--- config.mk ---
export PLATFORM = sky130hd
export DESIGN_NAME = chgip_charger_i2c_register_port
export DESIGN_NICKNAME = d
export VERILOG_FILES = /design/src/chgip_pkg.sv /design/src/chgip_charger_i2c_register_port.sv
export SDC_FILE = /design/constraint.sdc
export NUM_CORES = 1
export LEC_CHECK = 0
export BUFFER_PORTS_ARGS = -buffer_cell sky130_fd_sc_hd__buf_4
export CAP_MARGIN = 30
export CORE_MARGIN = 2
export CORE_UTILIZATION = 45
export CTS_CLUSTER_SIZE = 10
export DETAILED_ROUTE_END_ITERATION = 12
export PLACE_DENSITY_LB_ADDON = 0.25
export SETUP_SLACK_MARGIN = 0.02
export SLEW_MARGIN = 40
export SYNTH_ARGS = -nofsm -noshare
export SYNTH_HDL_FRONTEND = slang
export SYNTH_SLANG_ARGS = --single-unit
--- constraint.sdc ---
create_clock -name clk -period 4.4 [get_ports clk]
set_clock_uncertainty 0.2 [all_clocks]
set_input_delay 0.44 -clock clk [delete_from_list [all_inputs] [get_ports clk]]
set_output_delay 0.44 -clock clk [all_outputs]
set_load 0.05 [all_outputs]
--- src/chgip_pkg.sv ---
// constants, encodings and register layout for the charger serial register port
// Notes on behaviour
// only 7-bit addressing; ignore 10-bit headers
// answer fixed bus address 0x6A only
// standard and fast mode, same protocol
// detect START: data falls, clock high
// detect STOP: data rises, clock high
// controller keeps data stable while clock high
// acknowledge address match through ninth clock high
// receiver of each byte acknowledges it
// unlimited nine-clock byte units per transfer
// after STOP stay idle until addressed
// controller sends STOP to abandon transfer
// unmapped offset reads return FFh
// decode thirteen byte registers, offsets 0-0xC
// host never writes reserved offsets
// registers lost only on shutdown/UVLO
// write offset first; read via repeated START
// read-to-clear bits clear after completed read
`default_nettype none
package chgip_pkg;

	localparam logic [6:0] DEV_ADDR      = 7'h6a;
	localparam logic [2:0] BIT_LAST      = 3'h7;
	localparam logic [7:0] UNMAPPED_BYTE = 8'hff;

	localparam logic [7:0] OFS_STATUS = 8'h00;
	localparam logic [7:0] OFS_FAULT  = 8'h01;
	localparam logic [7:0] OFS_FLAGS  = 8'h02;
	localparam logic [7:0] OFS_VBAT   = 8'h03;
	localparam logic [7:0] OFS_ICHG   = 8'h04;
	localparam logic [7:0] OFS_CTRL0  = 8'h05;
	localparam logic [7:0] OFS_CTRL1  = 8'h06;
	localparam logic [7:0] OFS_CHIP   = 8'h07;
	localparam logic [7:0] OFS_TMR    = 8'h08;
	localparam logic [7:0] OFS_SHIP   = 8'h09;
	localparam logic [7:0] OFS_SYS    = 8'h0a;
	localparam logic [7:0] OFS_TS     = 8'h0b;
	localparam logic [7:0] OFS_MASK   = 8'h0c;

	localparam int CTRL_NUM = 9;

	// control register defaults, index 0 is offset 0x3
	localparam logic [CTRL_NUM-1:0][7:0] CTRL_RESET = {
		8'h00,  // thermistor_ctrl
		8'h00,  // system_rail_ctrl
		8'h00,  // shipping_reset_button_ctrl
		8'h00,  // timer_input_limit_ctrl
		8'h84,  // chip_ctrl
		8'h56,  // charger_ctrl_second
		8'h2c,  // charger_ctrl_first
		8'h05,  // fast_charge_current_ctrl
		8'h46   // battery_voltage_ctrl
	};

	localparam logic [3:0] MASK_RESET = 4'h0;
	// identification nibble: value is arbitrary
	localparam logic [3:0] IDENT_CODE = 4'h5;

	typedef enum logic [2:0] {
		ST_IDLE  = 3'b000,
		ST_RX    = 3'b001,
		ST_ACKW  = 3'b010,
		ST_ACK   = 3'b011,
		ST_TX    = 3'b100,
		ST_TXEND = 3'b101,
		ST_RACK  = 3'b110,
		ST_RACKF = 3'b111
	} chgip_fsm_t;

	typedef enum logic [1:0] {
		PH_ADDR = 2'b00,
		PH_OFS  = 2'b01,
		PH_DATA = 2'b10
	} chgip_phase_t;

endpackage
`default_nettype wire

--- src/chgip_charger_i2c_register_port.sv ---
// serial bus target and register bank of the battery charger
`timescale 1ns/1ps
`default_nettype none
module chgip_charger_i2c_register_port (
	input  wire logic                 clk,
	input  wire logic                 rst_n,
	input  wire logic                 scl_i,
	input  wire logic                 sda_i,
	output logic                      sda_o,
	output logic                      sda_oe,
	input  wire logic                 reg_lost_i,
	input  wire logic [7:0]           charger_status_i,
	input  wire logic [4:0]           fault_level_i,
	input  wire logic [2:0]           fault_event_i,
	input  wire logic [7:0]           flag_event_i,
	output logic [7:0]                battery_voltage_ctrl,
	output logic [7:0]                fast_charge_current_ctrl,
	output logic [7:0]                charger_ctrl_first,
	output logic [7:0]                charger_ctrl_second,
	output logic [7:0]                chip_ctrl,
	output logic [7:0]                timer_input_limit_ctrl,
	output logic [7:0]                shipping_reset_button_ctrl,
	output logic [7:0]                system_rail_ctrl,
	output logic [7:0]                thermistor_ctrl,
	output logic [3:0]                irq_mask
);
	import chgip_pkg::*;

	typedef struct packed {
		chgip_fsm_t                  st;
		chgip_phase_t                phase;
		logic [2:0]                  bitcnt;
		logic [7:0]                  shreg;
		logic [7:0]                  txbyte;
		logic                        rw;
		logic [7:0]                  ptr;
		logic                        scl_s1;
		logic                        scl_s2;
		logic                        scl_d;
		logic                        sda_s1;
		logic                        sda_s2;
		logic                        sda_d;
		logic                        sda_oe;
		logic                        sda_out;
		logic [2:0]                  fault_sticky;
		logic [7:0]                  flags;
		logic [CTRL_NUM-1:0][7:0]    ctrl;
		logic [3:0]                  mask;
	} chgip_state_t;

	chgip_state_t s_reg;
	chgip_state_t s_next;

	logic       scl_rise;
	logic       scl_fall;
	logic       start_det;
	logic       stop_det;
	logic [7:0] rx_byte;
	logic [7:0] rd_now;
	logic [3:0] ctrl_idx;
	logic       ptr_is_ctrl;
	logic [7:0] clr_flags;
	logic [2:0] clr_fault;
	logic       load_tx;

	////////////////////////////////////////////////////////////////////////////////
	// bus conditions, taken from the second synchroniser stage and its one-cycle delayed copy

	assign scl_rise  = s_reg.scl_s2 & ~s_reg.scl_d;
	assign scl_fall  = ~s_reg.scl_s2 & s_reg.scl_d;
	assign start_det = s_reg.scl_s2 & s_reg.scl_d & s_reg.sda_d & ~s_reg.sda_s2;
	assign stop_det  = s_reg.scl_s2 & s_reg.scl_d & ~s_reg.sda_d & s_reg.sda_s2;
	assign rx_byte   = {s_reg.shreg[6:0], s_reg.sda_s2};

	assign ptr_is_ctrl = (s_reg.ptr >= OFS_VBAT) && (s_reg.ptr <= OFS_TS);
	assign ctrl_idx    = s_reg.ptr[3:0] - OFS_VBAT[3:0];

	////////////////////////////////////////////////////////////////////////////////
	// read decode

	always_comb begin
		rd_now = UNMAPPED_BYTE;
		case (s_reg.ptr)
			OFS_STATUS: rd_now = charger_status_i;
			OFS_FAULT:  rd_now = {fault_level_i, s_reg.fault_sticky};
			OFS_FLAGS:  rd_now = s_reg.flags;
			OFS_MASK:   rd_now = {s_reg.mask, IDENT_CODE};
			default: begin
				if (ptr_is_ctrl) begin
					rd_now = s_reg.ctrl[ctrl_idx];
				end
			end
		endcase
	end

	////////////////////////////////////////////////////////////////////////////////
	// next state

	always_comb begin
		s_next    = s_reg;
		clr_flags = 8'h00;
		clr_fault = 3'h0;
		load_tx   = 1'b0;

		s_next.scl_s1 = scl_i;
		s_next.scl_s2 = s_reg.scl_s1;
		s_next.scl_d  = s_reg.scl_s2;
		s_next.sda_s1 = sda_i;
		s_next.sda_s2 = s_reg.sda_s1;
		s_next.sda_d  = s_reg.sda_s2;

		// start wins over everything except register loss so a repeated start restarts addressing
		if (start_det) begin
			s_next.st     = ST_RX;
			s_next.phase  = PH_ADDR;
			s_next.bitcnt = 3'h0;
			s_next.sda_oe = 1'b0;
		end else if (stop_det) begin
			s_next.st     = ST_IDLE;
			s_next.sda_oe = 1'b0;
		end else begin
			case (s_reg.st)
				ST_IDLE: begin
				end
				// data is taken on the rising clock edge only; it changes while low
				ST_RX: begin
					if (scl_rise) begin
						s_next.shreg  = rx_byte;
						s_next.bitcnt = s_reg.bitcnt + 3'h1;
						if (s_reg.bitcnt == BIT_LAST) begin
							s_next.st = ST_ACKW;
							case (s_reg.phase)
								PH_ADDR: begin
									// a 10-bit header never equals our address
									if (rx_byte[7:1] == DEV_ADDR) begin
										s_next.rw    = rx_byte[0];
										s_next.phase = PH_OFS;
									end else begin
										s_next.st = ST_IDLE;
									end
								end
								PH_OFS: begin
									s_next.ptr   = rx_byte;
									s_next.phase = PH_DATA;
								end
								default: begin
									if (ptr_is_ctrl) begin
										s_next.ctrl[ctrl_idx] = rx_byte;
									end else if (s_reg.ptr == OFS_MASK) begin
										s_next.mask = rx_byte[7:4];
									end
									s_next.ptr = s_reg.ptr + 8'h01;
								end
							endcase
						end
					end
				end
				ST_ACKW: begin
					if (scl_fall) begin
						s_next.sda_oe = 1'b1;
						s_next.st     = ST_ACK;
					end
				end
				// acknowledge is held through the whole ninth high phase
				ST_ACK: begin
					if (scl_fall) begin
						if (s_reg.rw) begin
							load_tx = 1'b1;
						end else begin
							s_next.sda_oe = 1'b0;
							s_next.st     = ST_RX;
							s_next.bitcnt = 3'h0;
						end
					end
				end
				ST_TX: begin
					if (scl_rise) begin
						s_next.bitcnt = s_reg.bitcnt + 3'h1;
						if (s_reg.bitcnt == BIT_LAST) begin
							s_next.st = ST_TXEND;
						end
					end else if (scl_fall) begin
						s_next.shreg  = {s_reg.shreg[6:0], 1'b0};
						s_next.sda_oe = ~s_reg.shreg[6];
					end
				end
				ST_TXEND: begin
					if (scl_fall) begin
						s_next.sda_oe = 1'b0;
						s_next.st     = ST_RACK;
					end
				end
				ST_RACK: begin
					if (scl_rise) begin
						// only bits that went out are cleared, later events survive
						if (s_reg.ptr == OFS_FLAGS) begin
							clr_flags = s_reg.txbyte;
						end
						if (s_reg.ptr == OFS_FAULT) begin
							clr_fault = s_reg.txbyte[2:0];
						end
						s_next.ptr = s_reg.ptr + 8'h01;
						s_next.st  = s_reg.sda_s2 ? ST_IDLE : ST_RACKF;
					end
				end
				ST_RACKF: begin
					if (scl_fall) begin
						load_tx = 1'b1;
					end
				end
				default: begin
					s_next.st = ST_IDLE;
				end
			endcase
		end

		// read data is sampled at the falling edge that starts the byte
		if (load_tx) begin
			s_next.txbyte = rd_now;
			s_next.shreg  = rd_now;
			s_next.sda_oe = ~rd_now[7];
			s_next.bitcnt = 3'h0;
			s_next.st     = ST_TX;
		end

		// hardware set wins over a read clear in the same cycle
		s_next.flags        = (s_reg.flags & ~clr_flags) | flag_event_i;
		s_next.fault_sticky = (s_reg.fault_sticky & ~clr_fault) | fault_event_i;

		if (reg_lost_i) begin
			s_next.ctrl         = CTRL_RESET;
			s_next.mask         = MASK_RESET;
			s_next.flags        = 8'h00;
			s_next.fault_sticky = 3'h0;
			s_next.st           = ST_IDLE;
			s_next.sda_oe       = 1'b0;
			s_next.ptr          = 8'h00;
		end
	end

	always_ff @(posedge clk) begin
		if (!rst_n) begin
			s_reg        <= '0;
			s_reg.st     <= ST_IDLE;
			s_reg.phase  <= PH_ADDR;
			s_reg.ctrl   <= CTRL_RESET;
			s_reg.mask   <= MASK_RESET;
			s_reg.scl_s1 <= 1'b1;
			s_reg.scl_s2 <= 1'b1;
			s_reg.scl_d  <= 1'b1;
			s_reg.sda_s1 <= 1'b1;
			s_reg.sda_s2 <= 1'b1;
			s_reg.sda_d  <= 1'b1;
		end else begin
			s_reg <= s_next;
		end
	end

	////////////////////////////////////////////////////////////////////////////////
	// outputs

	assign sda_o                      = s_reg.sda_out;
	assign sda_oe                     = s_reg.sda_oe;
	assign battery_voltage_ctrl       = s_reg.ctrl[0];
	assign fast_charge_current_ctrl   = s_reg.ctrl[1];
	assign charger_ctrl_first         = s_reg.ctrl[2];
	assign charger_ctrl_second        = s_reg.ctrl[3];
	assign chip_ctrl                  = s_reg.ctrl[4];
	assign timer_input_limit_ctrl     = s_reg.ctrl[5];
	assign shipping_reset_button_ctrl = s_reg.ctrl[6];
	assign system_rail_ctrl           = s_reg.ctrl[7];
	assign thermistor_ctrl            = s_reg.ctrl[8];
	assign irq_mask                   = s_reg.mask;

	////////////////////////////////////////////////////////////////////////////////
	// checks

	property p_start_addr;
		@(posedge clk) disable iff (!rst_n)
		start_det && !reg_lost_i |=> s_reg.st == ST_RX && s_reg.phase == PH_ADDR && s_reg.bitcnt == 3'h0;
	endproperty
	a_start_addr: assert property (p_start_addr) else $error("start not taken");

	property p_stop_idle;
		@(posedge clk) disable iff (!rst_n)
		stop_det && !start_det |=> s_reg.st == ST_IDLE && !sda_oe;
	endproperty
	a_stop_idle: assert property (p_stop_idle) else $error("stop did not free bus");

	property p_idle_quiet;
		@(posedge clk) disable iff (!rst_n)
		s_reg.st == ST_IDLE && !start_det |=> s_reg.st == ST_IDLE && !sda_oe;
	endproperty
	a_idle_quiet: assert property (p_idle_quiet) else $error("left idle without start");

	property p_addr_filter;
		@(posedge clk) disable iff (!rst_n)
		s_reg.st == ST_RX && s_reg.phase == PH_ADDR && scl_rise && s_reg.bitcnt == BIT_LAST
			&& !start_det && !stop_det && !reg_lost_i
		|=> (s_reg.st == ST_ACKW) == ($past(rx_byte[7:1]) == DEV_ADDR);
	endproperty
	a_addr_filter: assert property (p_addr_filter) else $error("address match wrong");

	property p_ack_hold;
		@(posedge clk) disable iff (!rst_n)
		s_reg.st == ST_ACKW && scl_fall && !start_det && !stop_det && !reg_lost_i
		|=> sda_oe && s_reg.st == ST_ACK;
	endproperty
	a_ack_hold: assert property (p_ack_hold) else $error("ack not driven");

	property p_ack_stable;
		@(posedge clk) disable iff (!rst_n)
		s_reg.st == ST_ACK && s_reg.scl_s2 |=> sda_oe;
	endproperty
	a_ack_stable: assert property (p_ack_stable) else $error("ack released while clock high");

	property p_oe_moves_low;
		@(posedge clk) disable iff (!rst_n)
		$changed(sda_oe) && !$past(start_det) && !$past(stop_det) && !$past(reg_lost_i)
		|-> $past(scl_fall);
	endproperty
	a_oe_moves_low: assert property (p_oe_moves_low) else $error("oe moved while clock high");

	property p_unmapped;
		@(posedge clk) disable iff (!rst_n)
		load_tx && s_reg.ptr > OFS_MASK && !start_det && !stop_det && !reg_lost_i
		|=> s_reg.txbyte == UNMAPPED_BYTE;
	endproperty
	a_unmapped: assert property (p_unmapped) else $error("unmapped read not FFh");

	property p_ctrl_write;
		@(posedge clk) disable iff (!rst_n)
		s_reg.st == ST_RX && s_reg.phase == PH_DATA && scl_rise && s_reg.bitcnt == BIT_LAST
			&& ptr_is_ctrl && !start_det && !stop_det && !reg_lost_i
		|=> s_reg.ctrl[$past(ctrl_idx)] == $past(rx_byte);
	endproperty
	a_ctrl_write: assert property (p_ctrl_write) else $error("register write lost");

	property p_rc_clear;
		@(posedge clk) disable iff (!rst_n)
		s_reg.st == ST_RACK && scl_rise && s_reg.ptr == OFS_FLAGS && flag_event_i == 8'h00
			&& !start_det && !stop_det && !reg_lost_i
		|=> (s_reg.flags & $past(s_reg.txbyte)) == 8'h00;
	endproperty
	a_rc_clear: assert property (p_rc_clear) else $error("read flags not cleared");

	property p_lost;
		@(posedge clk) disable iff (!rst_n)
		reg_lost_i |=> s_reg.ctrl == CTRL_RESET && irq_mask == MASK_RESET;
	endproperty
	a_lost: assert property (p_lost) else $error("register loss not applied");

endmodule
`default_nettype wire

==> reports/summary.txt, run 1 <==
total of flip-flops plus latches after synthesis: 126
post-route insts no fill: 994
number of enable-type register cells in the synthesized netlist: 0
worst hold path class: input port to register
floorplan die height: 129 um
net count reported at finish: 828
count of antenna diodes in the layout: 0
Post-Syn Area: 6990 um2
number of buffers created by CTS: 17
initial standard-cell utilization of the core: 0.460
clock insertion delay at the later pin of the skew report: 430 ps
Clock Path Buffers: 2
Pre-antenna DRT Iters: 5
worst-case vdd ir drop: 0.263 mV
RSZ-0062 raised after global routing: false
biggest fanout along the worst timing path: 22
synth warn: 0
Core Rows: 45
Synthesized Nets: 824
Largest register FFs: 38
# Post-CTS Setup Buffers: 0
Starting DRT DRC Count: 634
combined global-route utilization of all metal layers: 0.242
clock tree from TritonCTS: done
final count of hold timing violations: 0
Synth cell types: 67
arrival time of data at the critical path endpoint: 3370 ps
class of the most critical setup path: register to register
final setup fails: 0
layout cells sized above 1: 0.232
startpoint class of the critical path: register
total grt overflow: 0
startpoint of the lowest-slack register-to-register path: s_reg[125]
placeable core region: 15,200 um2
Max-Slew Margin vs Limit: 0.438
width of the die: 129 um
Top FF cell, synth: sky130_fd_sc_hd__dfxtp_1
count of input and output buffers: 105
sum of net half-perimeters after detailed placement: 13,700 um
max-slew violations: 0
antenna violations before repair: 0
die area: 16,600 um2
clock period minus worst slack: 3280 ps
count of pins on the block boundary: 107
start point of the critical path: s_reg[125]
final wirelength: 19,800 um
root buf cell: sky130_fd_sc_hd__clkbuf_16
Gate Count Post-Synth: 789
pin count of the biggest net entering global routing: 51
final estimated routing congestion in global placement: 0.912
status: finished, final reports clean
per-cell routed wire length: 19.9 um
via total after detailed routing: 5,991
routed via count divided by cell count: 6.03
startpoint of the tightest hold check path: fault_event_i[1]
number of remaining DRC errors: 0
via count of the first global-routing pass: 5,736
Placed Instances: 958
share of flip-flops with an asynchronous set or reset after synthesis: 0
syn_area_per_cell: 8.86 um2
required arrival time at the worst endpoint: 4490 ps
count of H-tree levels built during CTS: 4
leakage power figure: 2.88 nW
total of max-cap violations: 0
final antenna-violating net count: 0
setup tns final: 0 ps
transition time at the pin with the least slew margin: 843 ps
clock slew at the register clock pins of the worst setup and hold paths: 60 ps
fraction of the cycle the final worst path needs: 0.746
Crit. End Element: register
upper clock frequency limit: 305 MHz
clk sink count: 126
total power per unit cell area: 331 nW/um2
first-pass GRT wire length: 30,900 um
worst hold margin: 25.5 ps
sequential-to-total area share from yosys stat: 0.361
area delta synth->final: 13.5%
-- per-stage QoR --
step / total power, mW / setup slack [ps] / util / area, um2
after global routing: 2.71 / 918 / 0.522 / 7940
after global placement: 1.25 / 1230 / 0.479 / 7290
after detailed placement: 1.25 / 1150 / 0.480 / 7300
after CTS: 2.65 / 1130 / 0.521 / 7920
final: 2.63 / 1120 / 0.522 / 7940
after floorplan: 1.22 / 1250 / - / 6990
-- power breakdown --
group	internal (mW)	total (mW)	switching, mW	leakage (nW)
clock network	0.865	1.40	0.535	0.279
logic	0.0321	0.0730	0.0409	1.58
registers	1.15	1.16	0.00977	1.02
total	2.05	2.63	0.586	2.88
-- logic make-up (layout without fill, tap and decap cells) --
| family | Yosys count | in the layout | synth area share |
|---|---|---|---|
| AND/OR/NAND/NOR | 239 | 239 | 0.174 |
| AO/OA/AOI/OAI | 188 | 188 | 0.184 |
| buffers and inverters | 143 | 160 | 0.119 |
| flip-flops | 126 | 126 | 0.361 |
| multiplexers | 84 | 84 | 0.149 |
| adder cells (fa/ha/maj) | 6 | 6 | 0.0107 |
| XOR/XNOR | 2 | 2 | 0.00251 |
| other | 1 | 1 | 0.000536 |
-- cell type report --
cell class / instances / area (um2)
clock buffer: 20 / 457
clock inverter: 12 / 135
fill: 1392 / 7260
inverter: 9 / 33.8
multi-input combinational: 520 / 3660
sequential: 126 / 2520
tap: 188 / 235
timing repair buffer: 119 / 896
-- routing by layer --
metal	GRT usage	wire, um
met1	0.315	8570
met2	0.385	9320
met4	0.0882	395
met5	0	0
met3	0.0686	1550
-- cell usage after synthesis, drive strengths merged (7+ instances only) --
library cell / number / area share
dfxtp: 126 / 0.36
buf: 85 / 0.088
nor2: 80 / 0.043
mux2i: 68 / 0.097
o21ai: 57 / 0.041
clkbuf: 49 / 0.026
nand2: 44 / 0.024
a21oi: 43 / 0.031
nand3: 36 / 0.026
nand2b: 18 / 0.016
mux4: 16 / 0.052
a31oi: 15 / 0.013
inv: 9 / 0.0048
nor2b: 9 / 0.0081
a21o: 8 / 0.0086
a211oi: 7 / 0.0082
and2: 7 / 0.0063
nor3: 7 / 0.0050
-- cell usage in the layout (no fill, tap or decap), types with 5 or more instances in the layout --
cell | Yosys | layout
sky130_fd_sc_hd__inv_1 | 9 | 9
sky130_fd_sc_hd__nand2b_1 | 18 | 17
sky130_fd_sc_hd__a31oi_1 | 15 | 15
sky130_fd_sc_hd__nand3_1 | 36 | 36
sky130_fd_sc_hd__mux4_2 | 16 | 16
sky130_fd_sc_hd__o21ai_0 | 53 | 53
sky130_fd_sc_hd__o211ai_1 | 6 | 6
sky130_fd_sc_hd__nand2_1 | 44 | 44
sky130_fd_sc_hd__a222oi_1 | 5 | 5
sky130_fd_sc_hd__clkbuf_16 | 0 | 17
sky130_fd_sc_hd__buf_4 | 77 | 115
sky130_fd_sc_hd__mux2i_1 | 68 | 68
sky130_fd_sc_hd__a21oi_1 | 43 | 43
sky130_fd_sc_hd__a211oi_1 | 6 | 6
sky130_fd_sc_hd__dfxtp_1 | 126 | 124
sky130_fd_sc_hd__nor3_1 | 7 | 7
sky130_fd_sc_hd__nor2b_1 | 9 | 9
sky130_fd_sc_hd__and3_1 | 6 | 6
sky130_fd_sc_hd__and2_1 | 7 | 7
sky130_fd_sc_hd__nor2_1 | 80 | 80
sky130_fd_sc_hd__o2111ai_1 | 6 | 5
sky130_fd_sc_hd__a21o_1 | 8 | 8
-- path summary, 6_finish.rpt --
| kind | slack (ps) | end | depth (start not counted) |
|---|---|---|---|
| worst max-delay path | 1120 | system_rail_ctrl[1] | 5 |
| worst min-delay path | 30 | s_reg[85] | 3 |
| worst max register to register | 1120 | system_rail_ctrl[1] | 5 |
| worst min register to register | 200 | s_next[92] | 1 |
-- repair_timing --
action | CTS | global route
endpoints found under the hold margin | 2 | 0
hold buffers | 2 | 0
gates resized for setup | 0 | 0
-- worst max-delay path: stages (launching register included) --
cell and delay, ps:
sky130_fd_sc_hd__dfxtp_1 720, sky130_fd_sc_hd__nor4bb_1 590, sky130_fd_sc_hd__nand2_1 420, sky130_fd_sc_hd__a2111oi_4 880, sky130_fd_sc_hd__mux2i_1 260, sky130_fd_sc_hd__nor2_1 60
No activity file was read; power rests on OpenSTA's default activity.
==> inputs of run 2 (changes only) <==
ABC_AREA = 1   (was not set)
clock period = 3.2 ns   (was 4.4 ns; I/O delays follow)
==> run 2 against run 1 <==
Routed wire length grew 11%; final cell count grew 36%; core utilization grew 2.0 points; non-clock buffer count grew 10; cell area grew 4.5%; flip-flop and latch count is the same; critical path type unchanged; largest power group unchanged.
==> reports/summary.txt, run 2 <==
status: finished, final reports clean
met3 wire length: 1530 um
count of antenna diodes in the layout: 0
dominant cell by count in the synthesized netlist: sky130_fd_sc_hd__nand2_1
clock slew at the register clock pins of the worst setup and hold paths: 60 ps
required arrival time at the worst endpoint: 3360 ps
area share of the largest cell type after synthesis: 0.355
DR WL met2: 9410 um
Starting DRT DRC Count: 802
per-cell routed wire length: 16.2 um
final setup fails: 0
Met1 Routed Length: 10,000 um
final wirelength: 21,900 um
cell area after placement: 7530 um2
synth warn: 0
total of max-cap violations: 0
Max-Slew Margin vs Limit: 0.475
Largest register FFs: 38
net count reported at finish: 1,164
number of remaining DRC errors: 0
quantity of hold-fixing buffers added after cts: 14
clock period minus worst slack: 2740 ps
total grt overflow: 0
number of buffers created by CTS: 17
via count of the first global-routing pass: 6,396
Crit. End Element: register
arrival time of data at the critical path endpoint: 2900 ps
final antenna-violating net count: 0
Placed Instances: 1,307
worst hold path class: input port to register
count of H-tree levels built during CTS: 4
Clock Path Buffers: 2
worst hold margin: 7.11 ps
count of input and output buffers: 105
synth top area cells: sky130_fd_sc_hd__dfxtp_1 (35%), sky130_fd_sc_hd__nand2_1 (13%), sky130_fd_sc_hd__a21oi_1 (8.2%), sky130_fd_sc_hd__buf_4 (8.2%), sky130_fd_sc_hd__nor2_1 (7.2%)
Pre-antenna DRT Iters: 5
clock tree from TritonCTS: done
root buf cell: sky130_fd_sc_hd__clkbuf_16
final count of hold timing violations: 0
area delta synth->final: 16.7%
biggest fanout along the worst timing path: 14
post-route insts no fill: 1,353
Post-Syn Area: 7110 um2
number of enable-type register cells in the synthesized netlist: 0
layout cells sized above 1: 0.158
width of the die: 130 um
final instance area: 8300 um2
combined global-route utilization of all metal layers: 0.264
Core Rows: 45
floorplan die height: 130 um
setup tns final: 0 ps
topmost layer with routed signal wires: met4
via total after detailed routing: 7,039
initial standard-cell utilization of the core: 0.464
# Post-CTS Setup Buffers: 0
antenna violations before repair: 0
Gate Count Post-Synth: 1,093
sequential-to-total area share from yosys stat: 0.355
quantity of gates resized following cts: 0
Synth cell types: 34
routed via count divided by cell count: 5.20
syn_area_per_cell: 6.51 um2
commonest cells after routing, fill and taps aside: sky130_fd_sc_hd__nand2_1 (252), sky130_fd_sc_hd__nor2_1 (136), sky130_fd_sc_hd__dfxtp_1 (126)
total of flip-flops plus latches after synthesis: 126
RSZ-0062 raised after global routing: false
leakage power figure: 3.80 nW
max-slew violations: 0
startpoint class of the critical path: register
clk sink count: 126
class of the most critical setup path: register to register
fraction of the cycle the final worst path needs: 0.857
placeable core region: 15,300 um2
transition time at the pin with the least slew margin: 787 ps
clock insertion delay at the later pin of the skew report: 430 ps
final estimated routing congestion in global placement: 0.972
first-pass GRT wire length: 34,200 um
upper clock frequency limit: 365 MHz
die area: 16,800 um2
count of pins on the block boundary: 107
Synthesized Nets: 1,128
Top FF cell, synth: sky130_fd_sc_hd__dfxtp_1
sum of net half-perimeters after detailed placement: 15,600 um
pin count of the biggest net entering global routing: 80
share of flip-flops with an asynchronous set or reset after synthesis: 0
most common cell after layout, fill and taps aside: sky130_fd_sc_hd__nand2_1
most used standard cells in the synthesized netlist: sky130_fd_sc_hd__nand2_1 (252), sky130_fd_sc_hd__nor2_1 (137), sky130_fd_sc_hd__dfxtp_1 (126)
worst-case vdd ir drop: 0.368 mV
total power per unit cell area: 461 nW/um2
cell type contributing the most total cell area after synthesis: sky130_fd_sc_hd__dfxtp_1
Finished Core Util: 0.542
run 2: layer usage:
metal / global-route usage / vias up
met4: 0.138 / 0
met5: 0 / -
met3: 0.0463 / 69
met2: 0.396 / 297
li1: - / 3503
met1: 0.364 / 3170
run 2: final cells by class:
cell class              count  area [um2]
clock buffers              18         439
fillers                  1570        7020
repair buffers            129        1000
flip-flops and latches    126        2520
well taps                 211         264
multi-input cells         737        3430
clock inverters            14         191
inverters                 118         443
run 2: critical path: stages, from the launching register on:
cell	delay, ps
sky130_fd_sc_hd__dfxtp_1	440
sky130_fd_sc_hd__ha_1	310
sky130_fd_sc_hd__inv_1	120
sky130_fd_sc_hd__nand2_1	70
sky130_fd_sc_hd__nand2_1	260
sky130_fd_sc_hd__inv_1	260
sky130_fd_sc_hd__nand2_2	230
sky130_fd_sc_hd__nor3_2	490
sky130_fd_sc_hd__o21ai_0	140
sky130_fd_sc_hd__a21oi_1	150
run 2: power by group:
| part | switching [mW] | total (mW) | internal [mW] |
|---|---|---|---|
| Clock | 0.752 | 2.07 | 1.32 |
| Sequential | 0.0115 | 1.59 | 1.58 |
| Combinational | 0.0918 | 0.154 | 0.0620 |
run 2: cells by family (layout without fill, tap and decap cells):
| kind of cell | after synthesis | count (layout) | share of synthesized area |
|---|---|---|---|
| simple gates | 482 | 482 | 0.290 |
| compound gates | 246 | 246 | 0.178 |
| buf+inv | 230 | 279 | 0.163 |
| flops | 126 | 126 | 0.355 |
| fa+ha+maj | 6 | 6 | 0.0106 |
| xor+xnor | 2 | 2 | 0.00246 |
| other cells | 1 | 1 | 0.000527 |
run 2: worst paths after layout:
check              from                        end  slack, ps  cells past startpoint
min          reg_lost_i                 s_reg[127]          7                      4
max           s_reg[95]  timer_input_limit_ctrl[1]        460                      9
min reg2reg  s_next[93]                 s_next[92]        210                      1
max reg2reg   s_reg[95]  timer_input_limit_ctrl[1]        460                      9
run 2: per-stage QoR:
step | power, mW | setup slack, ps
floorplan | 1.70 | 664
global placement | 1.76 | 557
detailed placement | 1.77 | 520
CTS | 3.83 | 505
global route | 3.92 | 215
finish | 3.82 | 459
==> inputs of run 3 (changes only) <==
BUFFER_PORTS_ARGS = -buffer_cell sky130_fd_sc_hd__buf_2   (was -buffer_cell sky130_fd_sc_hd__buf_4)
SLEW_MARGIN = 10   (was 40)
==> run 3 against run 2 <==
Flip-flop and latch count unchanged; combinational power down 6%; count of clock-buffer cells in the layout is the same; register-to-register slack improved by 80 ps; die area unchanged; hold slack better by 180 ps.
==> reports/summary.txt, run 3 (synthesized netlist as in run 2, its figures left out) <==
antenna violations before repair: 0
net count reported at finish: 1,165
placeable core region: 15,300 um2
transition time at the pin with the least slew margin: 827 ps
Crit. End Element: register
Core Rows: 45
final wirelength: 21,600 um
Finished Core Util: 0.524
via total after detailed routing: 7,126
clk sink count: 126
setup tns final: 0 ps
count of input and output buffers: 105
quantity of gates resized following cts: 0
required arrival time at the worst endpoint: 3360 ps
Pre-antenna DRT Iters: 5
count of antenna diodes in the layout: 0
number of remaining DRC errors: 0
number of buffers created by CTS: 17
via count of the first global-routing pass: 6,466
RSZ-0062 raised after global routing: false
Max-Slew Margin vs Limit: 0.443
most common cell after layout, fill and taps aside: sky130_fd_sc_hd__nand2_1
Filler Cell Count: 1,571
final estimated routing congestion in global placement: 0.923
root buf cell: sky130_fd_sc_hd__clkbuf_16
total of max-cap violations: 0
floorplan die height: 130 um
final instance area: 8020 um2
quantity of hold-fixing buffers added after cts: 14
startpoint class of the critical path: register
routed via count divided by cell count: 5.26
final antenna-violating net count: 0
per-cell routed wire length: 15.9 um
# Post-CTS Setup Buffers: 0
max-slew violations: 0
combined global-route utilization of all metal layers: 0.261
pin count of the biggest net entering global routing: 80
clock insertion delay at the later pin of the skew report: 430 ps
Starting DRT DRC Count: 584
first-pass GRT wire length: 33,800 um
cell area after placement: 7270 um2
worst hold margin: 188 ps
worst-case vdd ir drop: 0.374 mV
footprint of the flip-flops and latches: 2520 um2
layout cells sized above 1: 0.158
Clock Path Buffers: 2
total power per unit cell area: 464 nW/um2
count of H-tree levels built during CTS: 4
clock slew at the register clock pins of the worst setup and hold paths: 60 ps
status: finished, final reports clean
clock period minus worst slack: 2660 ps
total grt overflow: 0
initial standard-cell utilization of the core: 0.464
upper clock frequency limit: 376 MHz
biggest fanout along the worst timing path: 14
commonest cells after routing, fill and taps aside: sky130_fd_sc_hd__nand2_1 (252), sky130_fd_sc_hd__nor2_1 (136), sky130_fd_sc_hd__dfxtp_1 (126)
sum of net half-perimeters after detailed placement: 15,300 um
final setup fails: 0
count of pins on the block boundary: 107
area delta synth->final: 12.8%
worst hold path class: input port to register
multi-input logic area: 3430 um2
final count of hold timing violations: 0
arrival time of data at the critical path endpoint: 2820 ps
leakage power figure: 3.75 nW
die area: 16,800 um2
fraction of the cycle the final worst path needs: 0.831
class of the most critical setup path: register to register
width of the die: 130 um
Largest register FFs: 38
clock tree from TritonCTS: done
## run 3: per-stage QoR
step	setup slack, ps	instances	power, mW
global route	243	1354	3.83
CTS	565	1354	3.74
floorplan	664	1093	1.70
detailed placement	602	1308	1.76
finish	541	1354	3.73
global placement	714	1308	1.75
## run 3: layout make-up
class,instances,area share
multi-input cells,737,0.428
flip-flops and latches,126,0.315
repair buffers,130,0.0933
inverters,118,0.0552
clock buffers,18,0.0548
well taps,211,0.0329
clock inverters,14,0.0211
## run 3: worst paths after layout
| path | slack (ps) | startpoint | cells past startpoint | end |
|---|---|---|---|---|
| setup / recovery | 540 | s_reg[96] | 9 | timer_input_limit_ctrl[7] |
| hold / removal | 190 | charger_status_i[7] | 7 | s_reg[111] |
| setup reg to reg | 540 | s_reg[96] | 9 | timer_input_limit_ctrl[7] |
| hold reg to reg | 210 | s_next[93] | 1 | s_next[92] |
## run 3: per-layer routing
layer  vias to the layer above  GRT usage  part of all wire  routed length, um
li1                       3506          -                 -                  -
met1                      3260      0.344              0.44               9470
met2                       310      0.414              0.45               9680
met3                        50     0.0582             0.081               1750
met4                         0      0.113             0.032                697
met5                         -          0                 0                  0
## run 3: power by group
| part | internal (mW) | leakage (nW) | total (mW) | switching [mW] |
|---|---|---|---|---|
| Sequential | 1.58 | 1.02 | 1.59 | 0.0112 |
| Clock | 1.24 | 0.284 | 1.99 | 0.747 |
| Combinational | 0.0521 | 2.45 | 0.145 | 0.0924 |
## run 3: worst max-delay path: stages, from the launching register on
cell	delay (ps)
sky130_fd_sc_hd__dfxtp_1	410
sky130_fd_sc_hd__ha_1	280
sky130_fd_sc_hd__inv_1	110
sky130_fd_sc_hd__nand2_1	70
sky130_fd_sc_hd__nand2_1	250
sky130_fd_sc_hd__inv_1	270
sky130_fd_sc_hd__nand2_2	230
sky130_fd_sc_hd__nor3_2	470
sky130_fd_sc_hd__o21ai_0	150
sky130_fd_sc_hd__a21oi_1	160
